## src/rtl/lsi_defs.svh

```systemverilog
// Purpose: constants of the latched status interrupt logic
// Assumes: included by bare name from the package and the design modules
// Notes:   register places are indices; the byte address is four times the index
`ifndef LSI_DEFS_SVH
`define LSI_DEFS_SVH

// ============================================================
// bus widths and responses
`define LSI_ADDR_W        8
`define LSI_IDX_W         6
`define LSI_DATA_W        32
`define LSI_RESP_OKAY     2'h0
`define LSI_RESP_SLVERR   2'h2

// ============================================================
// register indices
`define LSI_IDX_INFO      6'h11
`define LSI_IDX_E1_LIVE   6'h12
`define LSI_IDX_SUMMARY   6'h13
`define LSI_IDX_STAT_BASE 6'h14
`define LSI_IDX_MASK_BASE 6'h18

// ============================================================
// counts and bit kinds
`define LSI_NUM_STAT      4
`define LSI_NUM_LATCH     5
`define LSI_REG_W         8
`define LSI_KIND_W        2
`define LSI_KIND_EVT      2'h0
`define LSI_KIND_COND     2'h1
`define LSI_KIND_DBL      2'h2
`define LSI_KIND_CLR      2'h3

`endif

```

## src/rtl/lsi_pkg.sv

```systemverilog
// Purpose: types shared by the latched status interrupt logic
// Assumes: lsi_defs.svh gives the widths
// Notes:   states are one-hot
`include "lsi_defs.svh"

package lsi_pkg;

  typedef enum logic [1:0] {
    LSI_WR_IDLE = 2'b01,
    LSI_WR_RESP = 2'b10
  } lsi_wr_st_t;

  typedef enum logic [1:0] {
    LSI_RD_IDLE = 2'b01,
    LSI_RD_RESP = 2'b10
  } lsi_rd_st_t;

  // sources from the framer side, same clock
  typedef struct packed {
    logic [`LSI_NUM_STAT-1:0][`LSI_REG_W-1:0] status;
    logic [`LSI_REG_W-1:0]                    info;
  } lsi_src_t;

  typedef struct packed {
    logic [`LSI_REG_W-1:0] prev;
    logic [`LSI_REG_W-1:0] held;
    logic [`LSI_REG_W-1:0] shown;
  } lsi_latch_state_t;

  typedef struct packed {
    lsi_wr_st_t                               wr_st;
    lsi_rd_st_t                               rd_st;
    logic                                     aw_have;
    logic                                     w_have;
    logic [`LSI_IDX_W-1:0]                    aw_idx;
    logic [`LSI_REG_W-1:0]                    w_byte;
    logic                                     w_lane;
    logic                                     awready;
    logic                                     wready;
    logic                                     arready;
    logic                                     bvalid;
    logic [1:0]                               bresp;
    logic                                     rvalid;
    logic [`LSI_DATA_W-1:0]                   rdata;
    logic [1:0]                               rresp;
    logic [`LSI_NUM_STAT-1:0][`LSI_REG_W-1:0] mask;
    logic                                     irq;
  } lsi_top_state_t;

endpackage

```

## src/rtl/lsi_top.sv

```systemverilog
// Purpose: latched status registers, masks, summary and interrupt behind AXI4-Lite
// Assumes: status sources run on clk; host keeps the write-then-read habit
// Notes:   byte address is four times the register index
//
// What this block does
// - each status register has a mask; a bit interrupts only when its mask bit is 1
// - only status registers can drive the interrupt output
// - all writable registers, masks included, clear to zero at reset
// - summary register bits 0-3 flag status registers one-four; bits 4-7 read zero
// - an event or condition sets its status bit and it stays latched until read
// - an event bit clears when read and sets again only on a new event
// - a condition bit stays set after reading while the alarm persists
// - writing ones refreshes those bits of the read copy and clears their latches
// - bits written as zero keep their previous read copy value
// - condition with clearance bit: condition bit on entry, event bit on exit
// - double-interrupt condition bits interrupt when the condition begins and ends
// - information registers latch like status registers but never interrupt
// - live synchroniser information is read-only, unlatched, read without a write
`include "lsi_defs.svh"
`timescale 1ns/1ps
`default_nettype none

module lsi_top #(
  // two kind bits per bit position, status one..four then the information register
  parameter logic [`LSI_NUM_LATCH*`LSI_REG_W*`LSI_KIND_W-1:0] BIT_KIND = 80'h0
) (
  input  wire logic                    clk,
  input  wire logic                    sys_rst,
  input  wire logic [`LSI_ADDR_W-1:0]  s_axi_awaddr,
  input  wire logic                    s_axi_awvalid,
  output logic                         s_axi_awready,
  input  wire logic [`LSI_DATA_W-1:0]  s_axi_wdata,
  input  wire logic [3:0]              s_axi_wstrb,
  input  wire logic                    s_axi_wvalid,
  output logic                         s_axi_wready,
  output logic [1:0]                   s_axi_bresp,
  output logic                         s_axi_bvalid,
  input  wire logic                    s_axi_bready,
  input  wire logic [`LSI_ADDR_W-1:0]  s_axi_araddr,
  input  wire logic                    s_axi_arvalid,
  output logic                         s_axi_arready,
  output logic [`LSI_DATA_W-1:0]       s_axi_rdata,
  output logic [1:0]                   s_axi_rresp,
  output logic                         s_axi_rvalid,
  input  wire logic                    s_axi_rready,
  input  wire lsi_pkg::lsi_src_t       src,
  input  wire logic [`LSI_REG_W-1:0]   e1_sync_live_info,
  output logic                         irq
);

  lsi_pkg::lsi_top_state_t s_q;
  lsi_pkg::lsi_top_state_t s_d;

  logic [`LSI_NUM_LATCH-1:0][`LSI_REG_W-1:0] lat_src;
  logic [`LSI_NUM_LATCH-1:0][`LSI_REG_W-1:0] lat_held;
  logic [`LSI_NUM_LATCH-1:0][`LSI_REG_W-1:0] lat_shown;
  logic [`LSI_NUM_LATCH-1:0]                 lat_wr;
  logic [`LSI_NUM_STAT-1:0]                  summary;
  logic [`LSI_IDX_W-1:0]                     rd_idx;
  logic                                      wr_hit;
  logic                                      rd_hit;
  logic [`LSI_REG_W-1:0]                     rd_byte;

  localparam lsi_pkg::lsi_top_state_t RST_STATE = '{
    wr_st   : lsi_pkg::LSI_WR_IDLE,
    rd_st   : lsi_pkg::LSI_RD_IDLE,
    default : '0
  };

  // ============================================================
  // latched registers: status one..four and the information register
  assign lat_src = {src.info, src.status};

  genvar g;
  generate
    for (g = 0; g < `LSI_NUM_LATCH; g++) begin : g_lat
      lsi_latch #(
        .KIND (BIT_KIND[g*`LSI_REG_W*`LSI_KIND_W +: `LSI_REG_W*`LSI_KIND_W])
      ) u_latch (
        .clk     (clk),
        .sys_rst (sys_rst),
        .src     (lat_src[g]),
        .wr_en   (lat_wr[g]),
        .wr_sel  (s_q.w_byte),
        .held    (lat_held[g]),
        .shown   (lat_shown[g])
      );
    end
  endgenerate

  // ============================================================
  // summary: masked latched bits of the status registers only
  generate
    for (g = 0; g < `LSI_NUM_STAT; g++) begin : g_sum
      // mask bit at one lets the bit through
      assign summary[g] = |(lat_held[g] & s_q.mask[g]);
    end
  endgenerate

  // ============================================================
  // write channel
  always_comb begin
    s_d    = s_q;
    lat_wr = '0;
    wr_hit = 1'b0;

    // address and data are taken independently, in either order
    if (s_q.awready && s_axi_awvalid) begin
      s_d.aw_have = 1'b1;
      s_d.aw_idx  = s_axi_awaddr[`LSI_ADDR_W-1:2];
    end
    if (s_q.wready && s_axi_wvalid) begin
      s_d.w_have = 1'b1;
      s_d.w_byte = s_axi_wdata[`LSI_REG_W-1:0];
      s_d.w_lane = s_axi_wstrb[0];
    end

    case (s_q.wr_st)
      lsi_pkg::LSI_WR_IDLE: begin
        if (s_q.aw_have && s_q.w_have) begin
          for (int k = 0; k < `LSI_NUM_STAT; k++) begin
            if (s_q.aw_idx == `LSI_IDX_MASK_BASE + `LSI_IDX_W'(k)) begin
              wr_hit = 1'b1;
              if (s_q.w_lane) begin
                s_d.mask[k] = s_q.w_byte;
              end
            end
            if (s_q.aw_idx == `LSI_IDX_STAT_BASE + `LSI_IDX_W'(k)) begin
              wr_hit    = 1'b1;
              lat_wr[k] = s_q.w_lane;
            end
          end
          if (s_q.aw_idx == `LSI_IDX_INFO) begin
            wr_hit                    = 1'b1;
            lat_wr[`LSI_NUM_LATCH-1]  = s_q.w_lane;
          end
          // read-only places take the write and change nothing
          if (s_q.aw_idx == `LSI_IDX_SUMMARY || s_q.aw_idx == `LSI_IDX_E1_LIVE) begin
            wr_hit = 1'b1;
          end
          s_d.bresp   = wr_hit ? `LSI_RESP_OKAY : `LSI_RESP_SLVERR;
          s_d.bvalid  = 1'b1;
          s_d.aw_have = 1'b0;
          s_d.w_have  = 1'b0;
          s_d.wr_st   = lsi_pkg::LSI_WR_RESP;
        end
      end
      lsi_pkg::LSI_WR_RESP: begin
        if (s_axi_bready) begin
          s_d.bvalid = 1'b0;
          s_d.wr_st  = lsi_pkg::LSI_WR_IDLE;
        end
      end
      default: begin
        s_d.bvalid = 1'b0;
        s_d.wr_st  = lsi_pkg::LSI_WR_IDLE;
      end
    endcase

    // one write at a time: no new address or data until the answer is taken
    s_d.awready = !s_d.aw_have && (s_d.wr_st == lsi_pkg::LSI_WR_IDLE);
    s_d.wready  = !s_d.w_have && (s_d.wr_st == lsi_pkg::LSI_WR_IDLE);

    // ============================================================
    // read channel
    rd_idx  = s_axi_araddr[`LSI_ADDR_W-1:2];
    rd_hit  = 1'b0;
    rd_byte = '0;
    for (int k = 0; k < `LSI_NUM_STAT; k++) begin
      if (rd_idx == `LSI_IDX_MASK_BASE + `LSI_IDX_W'(k)) begin
        rd_hit  = 1'b1;
        rd_byte = s_q.mask[k];
      end
      if (rd_idx == `LSI_IDX_STAT_BASE + `LSI_IDX_W'(k)) begin
        rd_hit  = 1'b1;
        // the copy refreshed by the last selection write
        rd_byte = lat_shown[k];
      end
    end
    if (rd_idx == `LSI_IDX_INFO) begin
      rd_hit  = 1'b1;
      rd_byte = lat_shown[`LSI_NUM_LATCH-1];
    end
    if (rd_idx == `LSI_IDX_E1_LIVE) begin
      rd_hit  = 1'b1;
      rd_byte = e1_sync_live_info;
    end
    if (rd_idx == `LSI_IDX_SUMMARY) begin
      rd_hit  = 1'b1;
      // upper bits stay zero
      rd_byte = {{(`LSI_REG_W-`LSI_NUM_STAT){1'b0}}, summary};
    end

    case (s_q.rd_st)
      lsi_pkg::LSI_RD_IDLE: begin
        if (s_q.arready && s_axi_arvalid) begin
          s_d.rdata  = {{(`LSI_DATA_W-`LSI_REG_W){1'b0}}, rd_byte};
          s_d.rresp  = rd_hit ? `LSI_RESP_OKAY : `LSI_RESP_SLVERR;
          s_d.rvalid = 1'b1;
          s_d.rd_st  = lsi_pkg::LSI_RD_RESP;
        end
      end
      lsi_pkg::LSI_RD_RESP: begin
        if (s_axi_rready) begin
          s_d.rvalid = 1'b0;
          s_d.rd_st  = lsi_pkg::LSI_RD_IDLE;
        end
      end
      default: begin
        s_d.rvalid = 1'b0;
        s_d.rd_st  = lsi_pkg::LSI_RD_IDLE;
      end
    endcase
    s_d.arready = (s_d.rd_st == lsi_pkg::LSI_RD_IDLE);

    // ============================================================
    // interrupt: the information register takes no part
    s_d.irq = |summary;
  end

  // ============================================================
  // state register
  always_ff @(posedge clk) begin
    if (sys_rst) begin
      // masks clear, so nothing interrupts until software enables it
      s_q <= RST_STATE;
    end else begin
      s_q <= s_d;
    end
  end

  // ============================================================
  // outputs straight from the state register
  assign s_axi_awready = s_q.awready;
  assign s_axi_wready  = s_q.wready;
  assign s_axi_bresp   = s_q.bresp;
  assign s_axi_bvalid  = s_q.bvalid;
  assign s_axi_arready = s_q.arready;
  assign s_axi_rdata   = s_q.rdata;
  assign s_axi_rresp   = s_q.rresp;
  assign s_axi_rvalid  = s_q.rvalid;
  assign irq           = s_q.irq;

endmodule // lsi_top

`default_nettype wire

```

## src/rtl/lsi_latch.sv

```systemverilog
// Purpose: one latched status byte with its write-then-read copy
// Assumes: src comes from logic on clk; wr_en is a one-cycle pulse
// Notes:   KIND holds two bits per bit position
`include "lsi_defs.svh"
`timescale 1ns/1ps
`default_nettype none

module lsi_latch #(
  parameter logic [`LSI_REG_W*`LSI_KIND_W-1:0] KIND = 16'h0000
) (
  input  wire logic                  clk,
  input  wire logic                  sys_rst,
  input  wire logic [`LSI_REG_W-1:0] src,
  input  wire logic                  wr_en,
  input  wire logic [`LSI_REG_W-1:0] wr_sel,
  output logic      [`LSI_REG_W-1:0] held,
  output logic      [`LSI_REG_W-1:0] shown
);

  lsi_pkg::lsi_latch_state_t s_q;
  lsi_pkg::lsi_latch_state_t s_d;
  logic [`LSI_REG_W-1:0]     set_v;
  logic [`LSI_REG_W-1:0]     clr_v;

  // ============================================================
  // set terms per bit
  genvar b;
  generate
    for (b = 0; b < `LSI_REG_W; b++) begin : g_bit
      logic [`LSI_KIND_W-1:0] k;
      logic                   rise;
      logic                   fall;
      assign k    = KIND[b*`LSI_KIND_W +: `LSI_KIND_W];
      assign rise = src[b] & ~s_q.prev[b];
      assign fall = ~src[b] & s_q.prev[b];
      // event: new occurrence only; condition: whole time present
      // double: both edges clearance: leaving the state
      assign set_v[b] = (k == `LSI_KIND_EVT)  ? rise :
                        (k == `LSI_KIND_COND) ? src[b] :
                        (k == `LSI_KIND_DBL)  ? (rise | fall) : fall;
    end
  endgenerate

  // ============================================================
  // latch and readable copy
  always_comb begin
    s_d      = s_q;
    clr_v    = wr_en ? wr_sel : {`LSI_REG_W{1'b0}};
    s_d.prev = src;
    // set wins over the clear so no occurrence is lost
    s_d.held = (s_q.held & ~clr_v) | set_v;
    // selected bits take the latest state, others keep their value
    s_d.shown = (clr_v & (s_q.held | set_v)) | (~clr_v & s_q.shown);
  end

  always_ff @(posedge clk) begin
    if (sys_rst) begin
      s_q <= '0;
    end else begin
      s_q <= s_d;
    end
  end

  assign held  = s_q.held;
  assign shown = s_q.shown;

endmodule // lsi_latch

`default_nettype wire

```

## config.mk

```make
export PLATFORM = sky130hd
export DESIGN_NAME = lsi_top
export DESIGN_NICKNAME = d
export VERILOG_FILES = /design/src/rtl/lsi_pkg.sv /design/src/rtl/lsi_top.sv /design/src/rtl/lsi_latch.sv
export VERILOG_INCLUDE_DIRS = /design/src /design/src/rtl
export SDC_FILE = /design/constraint.sdc
export NUM_CORES = 1
export LEC_CHECK = 0
export BUFFER_PORTS_ARGS = -buffer_cell sky130_fd_sc_hd__buf_2
export CAP_MARGIN = 40
export CORE_ASPECT_RATIO = 1.75
export CORE_UTILIZATION = 51
export CTS_BUF_LIST = sky130_fd_sc_hd__clkbuf_16
export CTS_CLUSTER_DIAMETER = 80
export DETAILED_ROUTE_END_ITERATION = 10
export PLACE_DENSITY = 0.77
export SLEW_MARGIN = 20
export SYNTH_ARGS = -nofsm -noshare
export SYNTH_HDL_FRONTEND = slang
export SYNTH_SLANG_ARGS = --single-unit
```

## constraint.sdc

```tcl
create_clock -name clk -period 2.04 [get_ports clk]
set_clock_uncertainty 0.1 [all_clocks]
set_input_delay 0.102 -clock clk [delete_from_list [all_inputs] [get_ports clk]]
set_output_delay 0.102 -clock clk [all_outputs]
set_load 0.01 [all_outputs]
```

==> flow_metrics.tcl, run 1 <==
set metrics [dict create \
    grt_pass1_vias 7642 \
    start_util_pct 52.5 \
    hold_violations 0 \
    dp_hpwl_um 17100 \
    drtIter0Drc 527 \
    cts.reportedPaths.clkPinSlew_ps 80 \
    fin_crit_ps 2070 \
    grt_use_total_pct 30.0 \
    synth_seq_cells 189 \
    root_buffer "clkbuf_16" \
    setup_viol_count_final 3 \
    cp_data_arrival_time_ps 2300 \
    finalInstanceArea_mm2 0.0107 \
    rsz0062_at_grt "true" \
    power_uw 8960 \
    yosys_warnings 0 \
    maxSlewHeadroom_pct 52.1 \
    ir_drop_mv 0.494 \
    grt_pass1_wl_um 39000 \
    synth_cell_types 61 \
    pwr-share-seq_pct 46.1 \
    synth_edf_count 0 \
    clk_latency_ps 450 \
    htreeDepth 4 \
    clkPwrFrac_pct 38.7 \
    cts_buffers 17 \
    synth_mux_area_share_pct 3.69 \
    synth_top_family_by_area "simple AND/OR/NAND/NOR gates" \
    worstPathRequired_ps 2260 \
    status "finished with violations" \
    ant_nets 0 \
    antenna_found_initial 0 \
    tightest_slew_ps 718 \
    max_freq_ghz 0.483 \
    synth_compound_area_share_pct 18.4 \
    area_growth_pct 27.4 \
    setup_ws_ps -31.9 \
    synth_cells 988 \
    dr.pass1.iters 5 \
    hp-class "in2reg" \
    grt-ovfl-total 0 \
    synthesis.area_mm2 0.00841 \
    clk_path_buf_depth 2 \
    vias_per_cell 5.85 \
    failed_checks "negative setup slack" \
    ios 149 \
    synth_adder_area_share_pct 0.595 \
    cp-end-kind "flip-flop" \
    drc 0 \
    layout.cells.non_filler 1368 \
    cap_viol_max_count 0 \
    cts_sinks 189 \
    critPathMaxFanout 8 \
    leakagePower_uw 0.00427 \
    crit_type "reg2reg" \
    io_buffers 91 \
    switchingPower_uw 2650 \
    avgRoutedWirePerCell_um 18.6 \
    diodes 0 \
    core-area_mm2 0.0160 \
    synth-seq-area-share_pct 45.0 \
    synthArstFlopShare_pct 0 \
    dpl.cell_count 1256 \
    synth-simple-area-share_pct 24.6 \
    routed_wl_um 25500 \
    dpl_cell_area_mm2 0.00918 \
    die_area_mm2 0.0170 \
    final_nets 1277 \
    drive_gt1_share_pct 19.1 \
    startpoint_type "flip-flop" \
    fp.dieH_um 172 \
    grt_start_max_net_pins 84 \
    netSwitchingFraction_pct 29.6 \
    fin_crit_sh_pct 102 \
    fp-row-count 61 \
    place_congestion 0.992 \
    tritoncts "done" \
    p_per_area_mw_per_mm2 836 \
    power.internal_uw 6310 \
    route.vias.total 7997 \
    synth-xor-area-share_pct 0.104 \
    slew_viol_final 0 \
    power.share.combinational_pct 15.2 \
    avgSynthCellArea_um2 8.51 \
    die_w_um 99.1 \
    ys.flop_type "dfxtp_1" \
]
## worst paths after layout
kind         slack [ps]  cells past startpoint                          end                         from
min                  30                      5  s_axi_rdata[0]$_SDFFE_PP0P_         e1_sync_live_info[0]
max                 -30                      8          s_q[2]$_SDFFE_PP0P_           s_q[94]$_SDFF_PP0_
max reg2reg         -30                      8          s_q[2]$_SDFFE_PP0P_           s_q[94]$_SDFF_PP0_
min reg2reg         360                      2  s_axi_rdata[3]$_SDFFE_PP0P_  s_axi_rdata[3]$_SDFFE_PP0P_
## synthesized netlist by cell type (all sizes together), types with 6 or more instances
cell type | n | area, µm²
nor3b | 8 | 60.1
buf | 58 | 413
inv | 16 | 60.1
a22oi | 19 | 143
a221oi | 11 | 103
nand3 | 13 | 65.1
a211oi | 7 | 52.6
a31oi | 6 | 37.5
dfxtp | 189 | 3780
o21ai | 32 | 160
clkbuf | 43 | 164
nor2b | 80 | 500
nand2 | 134 | 503
mux2i | 31 | 310
nor3 | 33 | 181
nand2b | 37 | 239
a21oi | 120 | 601
a311oi | 27 | 236
nor2 | 61 | 231
## cells in the final DEF, fill, tap and decap left out, types with 26 or more instances in the layout
cell,count
a311oi_1,27
buf_2,90
conb_1,26
dfxtp_1,187
buf_4,60
nor2b_1,80
nor3_1,31
nand2b_1,36
nand2_1,134
dlygate4sd3_1,73
mux2i_1,30
o21ai_0,30
a21oi_1,117
nor2_1,60
## metal layers
layer | wire length, µm | track usage [%] | part of all wire [%] | up-vias
li1 | - | - | - | 3760
met1 | 9230 | 31.1 | 36 | 3743
met2 | 12800 | 52.8 | 50 | 366
met3 | 1340 | 4.32 | 5.2 | 128
met4 | 2100 | 25.8 | 8.3 | 0
met5 | 0 | 0 | 0 | -
## logic make-up (layout without fill, tap and decap cells)
logic type | count (synthesis) | count (layout)
other | 1 | 26
muxes | 31 | 31
xor gates and xnor gates | 1 | 1
buffers and inverters | 117 | 283
AOI/OAI and AO/OA | 247 | 247
and+or+nand+nor | 398 | 398
adders and majority gates | 4 | 4
DFF | 189 | 189
## through the flow
stage	util [%]	setup TNS (ps)	setup slack (ps)	hold WS, ps
detailed placement	57.3	-900	-85.4	230
finish	66.9	-50.4	-31.9	26.3
global route	66.9	-1430	-92.7	36.5
CTS	65.9	-4.63	-4.63	19.0
global placement	57.3	-271	-25.2	223
floorplan	-	0	1.88	130
## cell type report
class / instances / area, µm²
fill: 1305 / 5310
clock buffer: 17 / 425
timing repair buffer: 235 / 1860
multi-input combinational: 707 / 4160
tap: 189 / 236
clock inverter: 15 / 190
inverter: 16 / 60.1
sequential: 189 / 3790
## power groups by stage
stage / combinational [µW] / clock (µW) / sequential [µW]
CTS: 1310 / 3490 / 4120
finish: 1370 / 3470 / 4130
detailed placement: 1180 / 0 / 4190
global placement: 1160 / 0 / 4180
floorplan: 812 / 0 / 4110
global route: 1490 / 3650 / 4150
## worst max-delay path, stage by stage (launching register included)
cell	delay, ps
dfxtp_2	330
inv_2	60
ha_4	120
and3_4	220
nand4b_1	150
or4b_4	560
buf_12	170
mux2i_2	180
nor2_1	70
## repair_timing
| item | in CTS | in global routing |
|---|---|---|
| pin swaps | 2 | 13 |
| endpoints found under the hold margin | 115 | 0 |
| hold buffers | 73 | 0 |
| setup buffers | 1 | 4 |
| gates cloned | 0 | 2 |
| setup endpoints to repair | 31 | 29 |
| gates resized for setup | 7 | 19 |
No activity file was read; power rests on OpenSTA's default activity.
==> run 2: changes to the inputs <==
--- a/config.mk
+++ b/config.mk
@@ -9,11 +9,13 @@
 export BUFFER_PORTS_ARGS = -buffer_cell sky130_fd_sc_hd__buf_2
 export CAP_MARGIN = 40
 export CORE_ASPECT_RATIO = 1.75
+export CORE_MARGIN = 3
 export CORE_UTILIZATION = 51
 export CTS_BUF_LIST = sky130_fd_sc_hd__clkbuf_16
 export CTS_CLUSTER_DIAMETER = 80
 export DETAILED_ROUTE_END_ITERATION = 10
 export PLACE_DENSITY = 0.77
+export RECOVER_POWER = 100
 export SLEW_MARGIN = 20
 export SYNTH_ARGS = -nofsm -noshare
 export SYNTH_HDL_FRONTEND = slang
==> run 2 against run 1 <==
Effect of this change: flip-flop and latch count unchanged; die area rose by 6.5%; utilization is 0.64 points lower; largest cell class unchanged; critical path type unchanged; cell count down 0.22%; the flow still finishes with violations (negative setup slack).
==> flow_metrics.tcl, run 2 (synthesis results as in run 1) <==
set metrics [dict create \
    cts_buffers 17 \
    clk_latency_ps 440 \
    drive_gt1_share_pct 17.6 \
    max_freq_ghz 0.468 \
    cap_viol_max_count 0 \
    grt_use_total_pct 27.1 \
    ios 149 \
    drc 0 \
    diodes 0 \
    core-area_mm2 0.0160 \
    die_w_um 103 \
    maxSlewHeadroom_pct 47.5 \
    crit_type "reg2reg" \
    rsz0062_at_grt "true" \
    grt_pass1_vias 7563 \
    die_area_mm2 0.0181 \
    grt_pass1_wl_um 38100 \
    place_congestion 0.964 \
    hp-class "in2reg" \
    slew_viol_final 0 \
    cts_sinks 189 \
    critPathMaxFanout 5 \
    area_growth_pct 26.2 \
    grt_start_max_net_pins 79 \
    vias_per_cell 5.78 \
    p_per_area_mw_per_mm2 828 \
    htreeDepth 4 \
    worstPathRequired_ps 2260 \
    root_buffer "clkbuf_16" \
    cp-end-kind "flip-flop" \
    cts.reportedPaths.clkPinSlew_ps 80 \
    drtIter0Drc 499 \
    avgRoutedWirePerCell_um 18.0 \
    layout_common_cells "dfxtp_1 (187), nand2_1 (134), a21oi_1 (118)" \
    tritoncts "done" \
    hold_violations 0 \
    fin_crit_sh_pct 105 \
    ant_nets 0 \
    fp.dieH_um 176 \
    leakagePower_uw 0.00418 \
    fp-row-count 61 \
    final_nets 1274 \
    fin_crit_ps 2140 \
    cp_data_arrival_time_ps 2350 \
    final_common_cell "dfxtp_1" \
    tightest_slew_ps 788 \
    start_util_pct 52.5 \
    route.vias.total 7896 \
    setup_viol_count_final 3 \
    ir_drop_mv 0.608 \
    dr.pass1.iters 6 \
    startpoint_type "flip-flop" \
    routed_wl_um 24600 \
    num-fill-cells 1291 \
    failed_checks "negative setup slack" \
    power_uw 8780 \
    clk_path_buf_depth 2 \
    setup_ws_ps -97.3 \
    io_buffers 91 \
    dp_hpwl_um 17100 \
    grt-ovfl-total 0 \
    place_ws_ps -40.1 \
    antenna_found_initial 0 \
    status "finished with violations" \
]
## run 2: path summary, 6_finish.rpt
kind,startpoint,to,slack [ps],cells after the start
worst min-delay path,s_axi_arvalid,s_axi_rvalid$_SDFFE_PP0P_,30,4
worst max register to register,s_q[94]$_SDFF_PP0_,flip-flop,-100,9
worst min register to register,s_q[78]$_SDFFE_PP0P_,s_q[78]$_SDFFE_PP0P_,370,2
worst max-delay path,s_q[94]$_SDFF_PP0_,flip-flop,-100,9
## run 2: per-stage QoR
stage	hold slack [ps]	std cells	util, %	cell area [µm²]	TNS, ps
2_1_floorplan	130	1013	-	8510	0
3_3_place_gp	226	1255	57.2	9170	-58.8
3_5_place_dp	232	1255	57.2	9170	-199
4_1_cts	14.1	1357	65.4	10500	0
5_1_grt	88.5	1365	66.2	10600	-891
6_report	28.4	1365	66.2	10600	-123
## run 2: power by group
part	internal (µW)	switching [µW]	leakage, µW	total, µW
combinational	604	738	0.00234	1340
sequential	3910	202	0.00155	4110
clock	1750	1580	0.000291	3330
total	6260	2520	0.00418	8780
## run 2: repair_timing
item / in CTS / in global routing
pin swaps: 1 / 5
gates cloned: 0 / 2
hold buffers: 70 / 0
endpoints found under the setup margin: 16 / 41
resized for setup: 5 / 15
setup buffers: 0 / 7
endpoints found under the hold margin: 101 / 0
## run 2: final cells by class
class | instances | area, µm² | share of cell area (%)
Multi-Input combinational cell | 707 | 4130 | 38.9
Sequential cell | 189 | 3790 | 35.7
Timing Repair Buffer | 232 | 1800 | 17.0
Clock buffer | 17 | 425 | 4.01
Tap cell | 189 | 236 | 2.23
Clock inverter | 15 | 175 | 1.65
Inverter | 16 | 60.1 | 0.566
## run 2: per-layer routing
metal	vias up	track usage, %	share of wire (%)	routed length (µm)
li1	3756	-	-	-
met3	91	4.01	5.6	1380
met1	3706	29.2	36	8910
met2	343	48.6	52	12700
met5	-	0	0	0
met4	0	15.8	6.5	1590
## run 2: worst max-delay path, cell delays in order (launching register included)
cell       delay (ps)
dfxtp_2           330
inv_2              50
ha_4              120
and3_4            210
nand4b_4          140
nor4b_4           290
buf_6             180
clkbuf_16         150
a21oi_1            80
a311oi_1          360
==> run 3: changes to the inputs <==
--- a/config.mk
+++ b/config.mk
@@ -6,15 +6,16 @@
 export SDC_FILE = /design/constraint.sdc
 export NUM_CORES = 1
 export LEC_CHECK = 0
+export ABC_AREA = 1
 export BUFFER_PORTS_ARGS = -buffer_cell sky130_fd_sc_hd__buf_2
 export CAP_MARGIN = 40
 export CORE_ASPECT_RATIO = 1.75
 export CORE_MARGIN = 3
-export CORE_UTILIZATION = 51
+export CORE_UTILIZATION = 50
 export CTS_BUF_LIST = sky130_fd_sc_hd__clkbuf_16
 export CTS_CLUSTER_DIAMETER = 80
 export DETAILED_ROUTE_END_ITERATION = 10
-export PLACE_DENSITY = 0.77
+export PLACE_DENSITY = 0.76
 export RECOVER_POWER = 100
 export SLEW_MARGIN = 20
 export SYNTH_ARGS = -nofsm -noshare
==> run 3 against run 2 <==
Effect of this change: the run ends with negative hold slack left; global-route usage shrank 3.0 points; via count shrank 3.2%; combinational power shrank 19%; die area grew 0.75%; highest routed layer unchanged; power shrank 2.7%; critical path depth grew 1; largest power group unchanged.
==> flow_metrics.tcl, run 3 <==
set metrics [dict create \
    status "finished with violations" \
    failed_checks "negative hold slack" \
    setup_tns_ps 0 \
    synth_edf_count 0 \
    synth_cell_types 37 \
    die_area_mm2 0.0183 \
    top_layer_used "met4" \
    crit_slowest_cell "dfxtp_1" \
    fin_crit_ps 1930 \
    avgRoutedWirePerCell_um 13.9 \
    r2r_slack_ps 110 \
    clk_path_buf_depth 2 \
    io_buffers 91 \
    cp-end-kind "flip-flop" \
    drc 0 \
    min_path_cells 5 \
    hp-class "in2reg" \
    layout_common_cells "dfxtp_1 (188), nor2_1 (185), inv_1 (172)" \
    synth.area.top_cells "dfxtp_1 (46%), nor2_1 (8.7%), inv_1 (7.8%), nand2_1 (7.2%), a21oi_1 (4.9%)" \
    hp-start "e1_sync_live_info[3]" \
    diodes 0 \
    tritoncts "done" \
    layout.cells.non_filler 1535 \
    final_nets 1413 \
    crit_type "reg2reg" \
    fin_crit_sh_pct 94.8 \
    routed_wl_um 21300 \
    antenna_found_initial 0 \
    vias_per_cell 4.98 \
    synthArstFlopShare_pct 0 \
    grt_pass1_wl_um 34600 \
    avgSynthCellArea_um2 7.37 \
    synth-seq-area-share_pct 45.5 \
    p_per_area_mw_per_mm2 823 \
    cts_sinks 189 \
    drtIter0Drc 343 \
    reg2reg_from "s_q[94]$_SDFF_PP0_" \
    synth_seq_cells 189 \
    ir_drop_mv 0.562 \
    synth_cells 1127 \
    rr_worst_depth 10 \
    synth_top_cell_by_area "dfxtp_1" \
    dp_hpwl_um 15000 \
    ios 149 \
    setup_viol_count_final 0 \
    core-area_mm2 0.0161 \
    cp_data_arrival_time_ps 2160 \
    grt_pass1_vias 7400 \
    route.vias.total 7641 \
    synth.top_cell.area_share_pct 45.5 \
    num-fill-cells 1400 \
    cpPeakStageDelay_ps 320 \
    dr.pass1.iters 5 \
    path_cells "inv_1 -> ha_2 -> inv_1 -> nor2_4 -> nand2_4 -> buf_4 -> nor3_4 -> buf_6 -> nor2_1 -> a211oi_1" \
    grt_start_max_net_pins 85 \
    yosys_warnings 0 \
    ys.flop_type "dfxtp_1" \
    area_growth_pct 25.0 \
    routed-wl-met3_um 1030 \
    leakagePower_uw 0.00468 \
    rsz0062_at_grt "true" \
    start_util_pct 51.6 \
    fin_util_pct 64.5 \
    dpl.cell_count 1419 \
    cts.reportedPaths.clkPinSlew_ps 80 \
    cts_buffers 17 \
    wl_met2_um 10900 \
    drt-met1-wl_um 8150 \
    hold_violations 1 \
    htreeDepth 4 \
    root_buffer "clkbuf_16" \
    path_common_cell "inv_1" \
    timing.rr.end "s_q[12]$_SDFFE_PP0P_" \
    grt_use_total_pct 24.1 \
    place_congestion 0.961 \
    hold_end "s_axi_rdata[3]$_SDFFE_PP0P_" \
    fp.dieH_um 177 \
    worstPathRequired_ps 2270 \
    final_common_cell "dfxtp_1" \
    fp-row-count 61 \
    ant_nets 0 \
    clk_latency_ps 430 \
    slew_viol_final 0 \
    critPathMaxFanout 8 \
    grt-ovfl-total 0 \
    max_freq_ghz 0.517 \
    whs_ps -2.59 \
    cap_viol_max_count 0 \
    synth_most_common_cell "nor2_1" \
    startpoint_type "flip-flop" \
    synthesis.area_mm2 0.00831 \
    synth_commonest_cells "nor2_1 (192), dfxtp_1 (189), inv_1 (173)" \
    die_w_um 103 \
    drive_gt1_share_pct 15.1 \
]
## run 3: timing repair
item,in CTS,in global routing
setup buffers,0,3
hold buffers,80,0
setup endpoints to repair,0,43
resized for setup,0,17
hold endpoints to repair,99,0
## run 3: worst max-delay path, delay by kind of cell, from the launching register on
| family | cells | cell delay, ps |
|---|---|---|
| buffers and inverters | 4 | 500 |
| AO/OA/AOI/OAI | 1 | 180 |
| adder cells (fa/ha/maj) | 1 | 180 |
| AND/OR/NAND/NOR | 4 | 540 |
| flip-flops | 1 | 320 |
## run 3: worst max path at each step
stage	end	startpoint	slack, ps
2_1_floorplan	g_lat[2].u_latch.held[1]$_SDFF_PP0_	s_q[93]$_SDFF_PP1_	230
3_3_place_gp	g_lat[1].u_latch.held[4]$_SDFF_PP0_	s_q[93]$_SDFF_PP1_	200
3_5_place_dp	g_lat[1].u_latch.held[4]$_SDFF_PP0_	s_q[93]$_SDFF_PP1_	160
4_1_cts	flip-flop	s_q[93]$_SDFF_PP1_	80
5_1_grt	s_q[11]$_SDFFE_PP0P_	s_q[94]$_SDFF_PP0_	-60
6_report	s_q[12]$_SDFFE_PP0P_	s_q[94]$_SDFF_PP0_	110
## run 3: cell families (layout without fill, tap and decap cells)
family / Yosys count / count (layout) / share of synthesized area (%)
DFF: 189 / 189 / 45.5
other: 1 / 26 / 0.0451
buffers and inverters: 245 / 408 / 13.0
and+or+nand+nor: 447 / 447 / 23.5
AOI/OAI and AO/OA: 241 / 241 / 17.4
adders and majority gates: 4 / 4 / 0.602
## run 3: per-layer routing
layer  vias to the layer above  track usage [%]
met4                         0             13.6
met5                         -                0
met3                        58             3.52
met2                       231             42.5
li1                       3912                -
met1                      3440             26.7
## run 3: final cells by class
class	count	area (µm²)	share of cell area [%]
clock buffers	17	425	4.09
clock inverters	15	180	1.73
inverters	179	672	6.47
multi-input cells	718	3580	34.4
flip-flops and latches	189	3780	36.4
well taps	220	275	2.65
repair buffers	197	1470	14.2
## run 3: power by group
part / switching (µW) / total [µW] / internal [µW]
combinational: 661 / 1080 / 422
sequential: 174 / 4080 / 3910
clock: 1530 / 3380 / 1860
## run 3: through the flow
stage | total power [µW] | instance area [µm²] | hold WS (ps) | worst slack, ps
floorplan | 4800 | 8400 | 109 | 232
global placement | 5080 | 8920 | 215 | 204
detailed placement | 5120 | 8920 | 222 | 158
CTS | 8590 | 10300 | 0.156 | 84.7
global route | 8890 | 10400 | 43.0 | -57.5
finish | 8550 | 10400 | -2.59 | 107
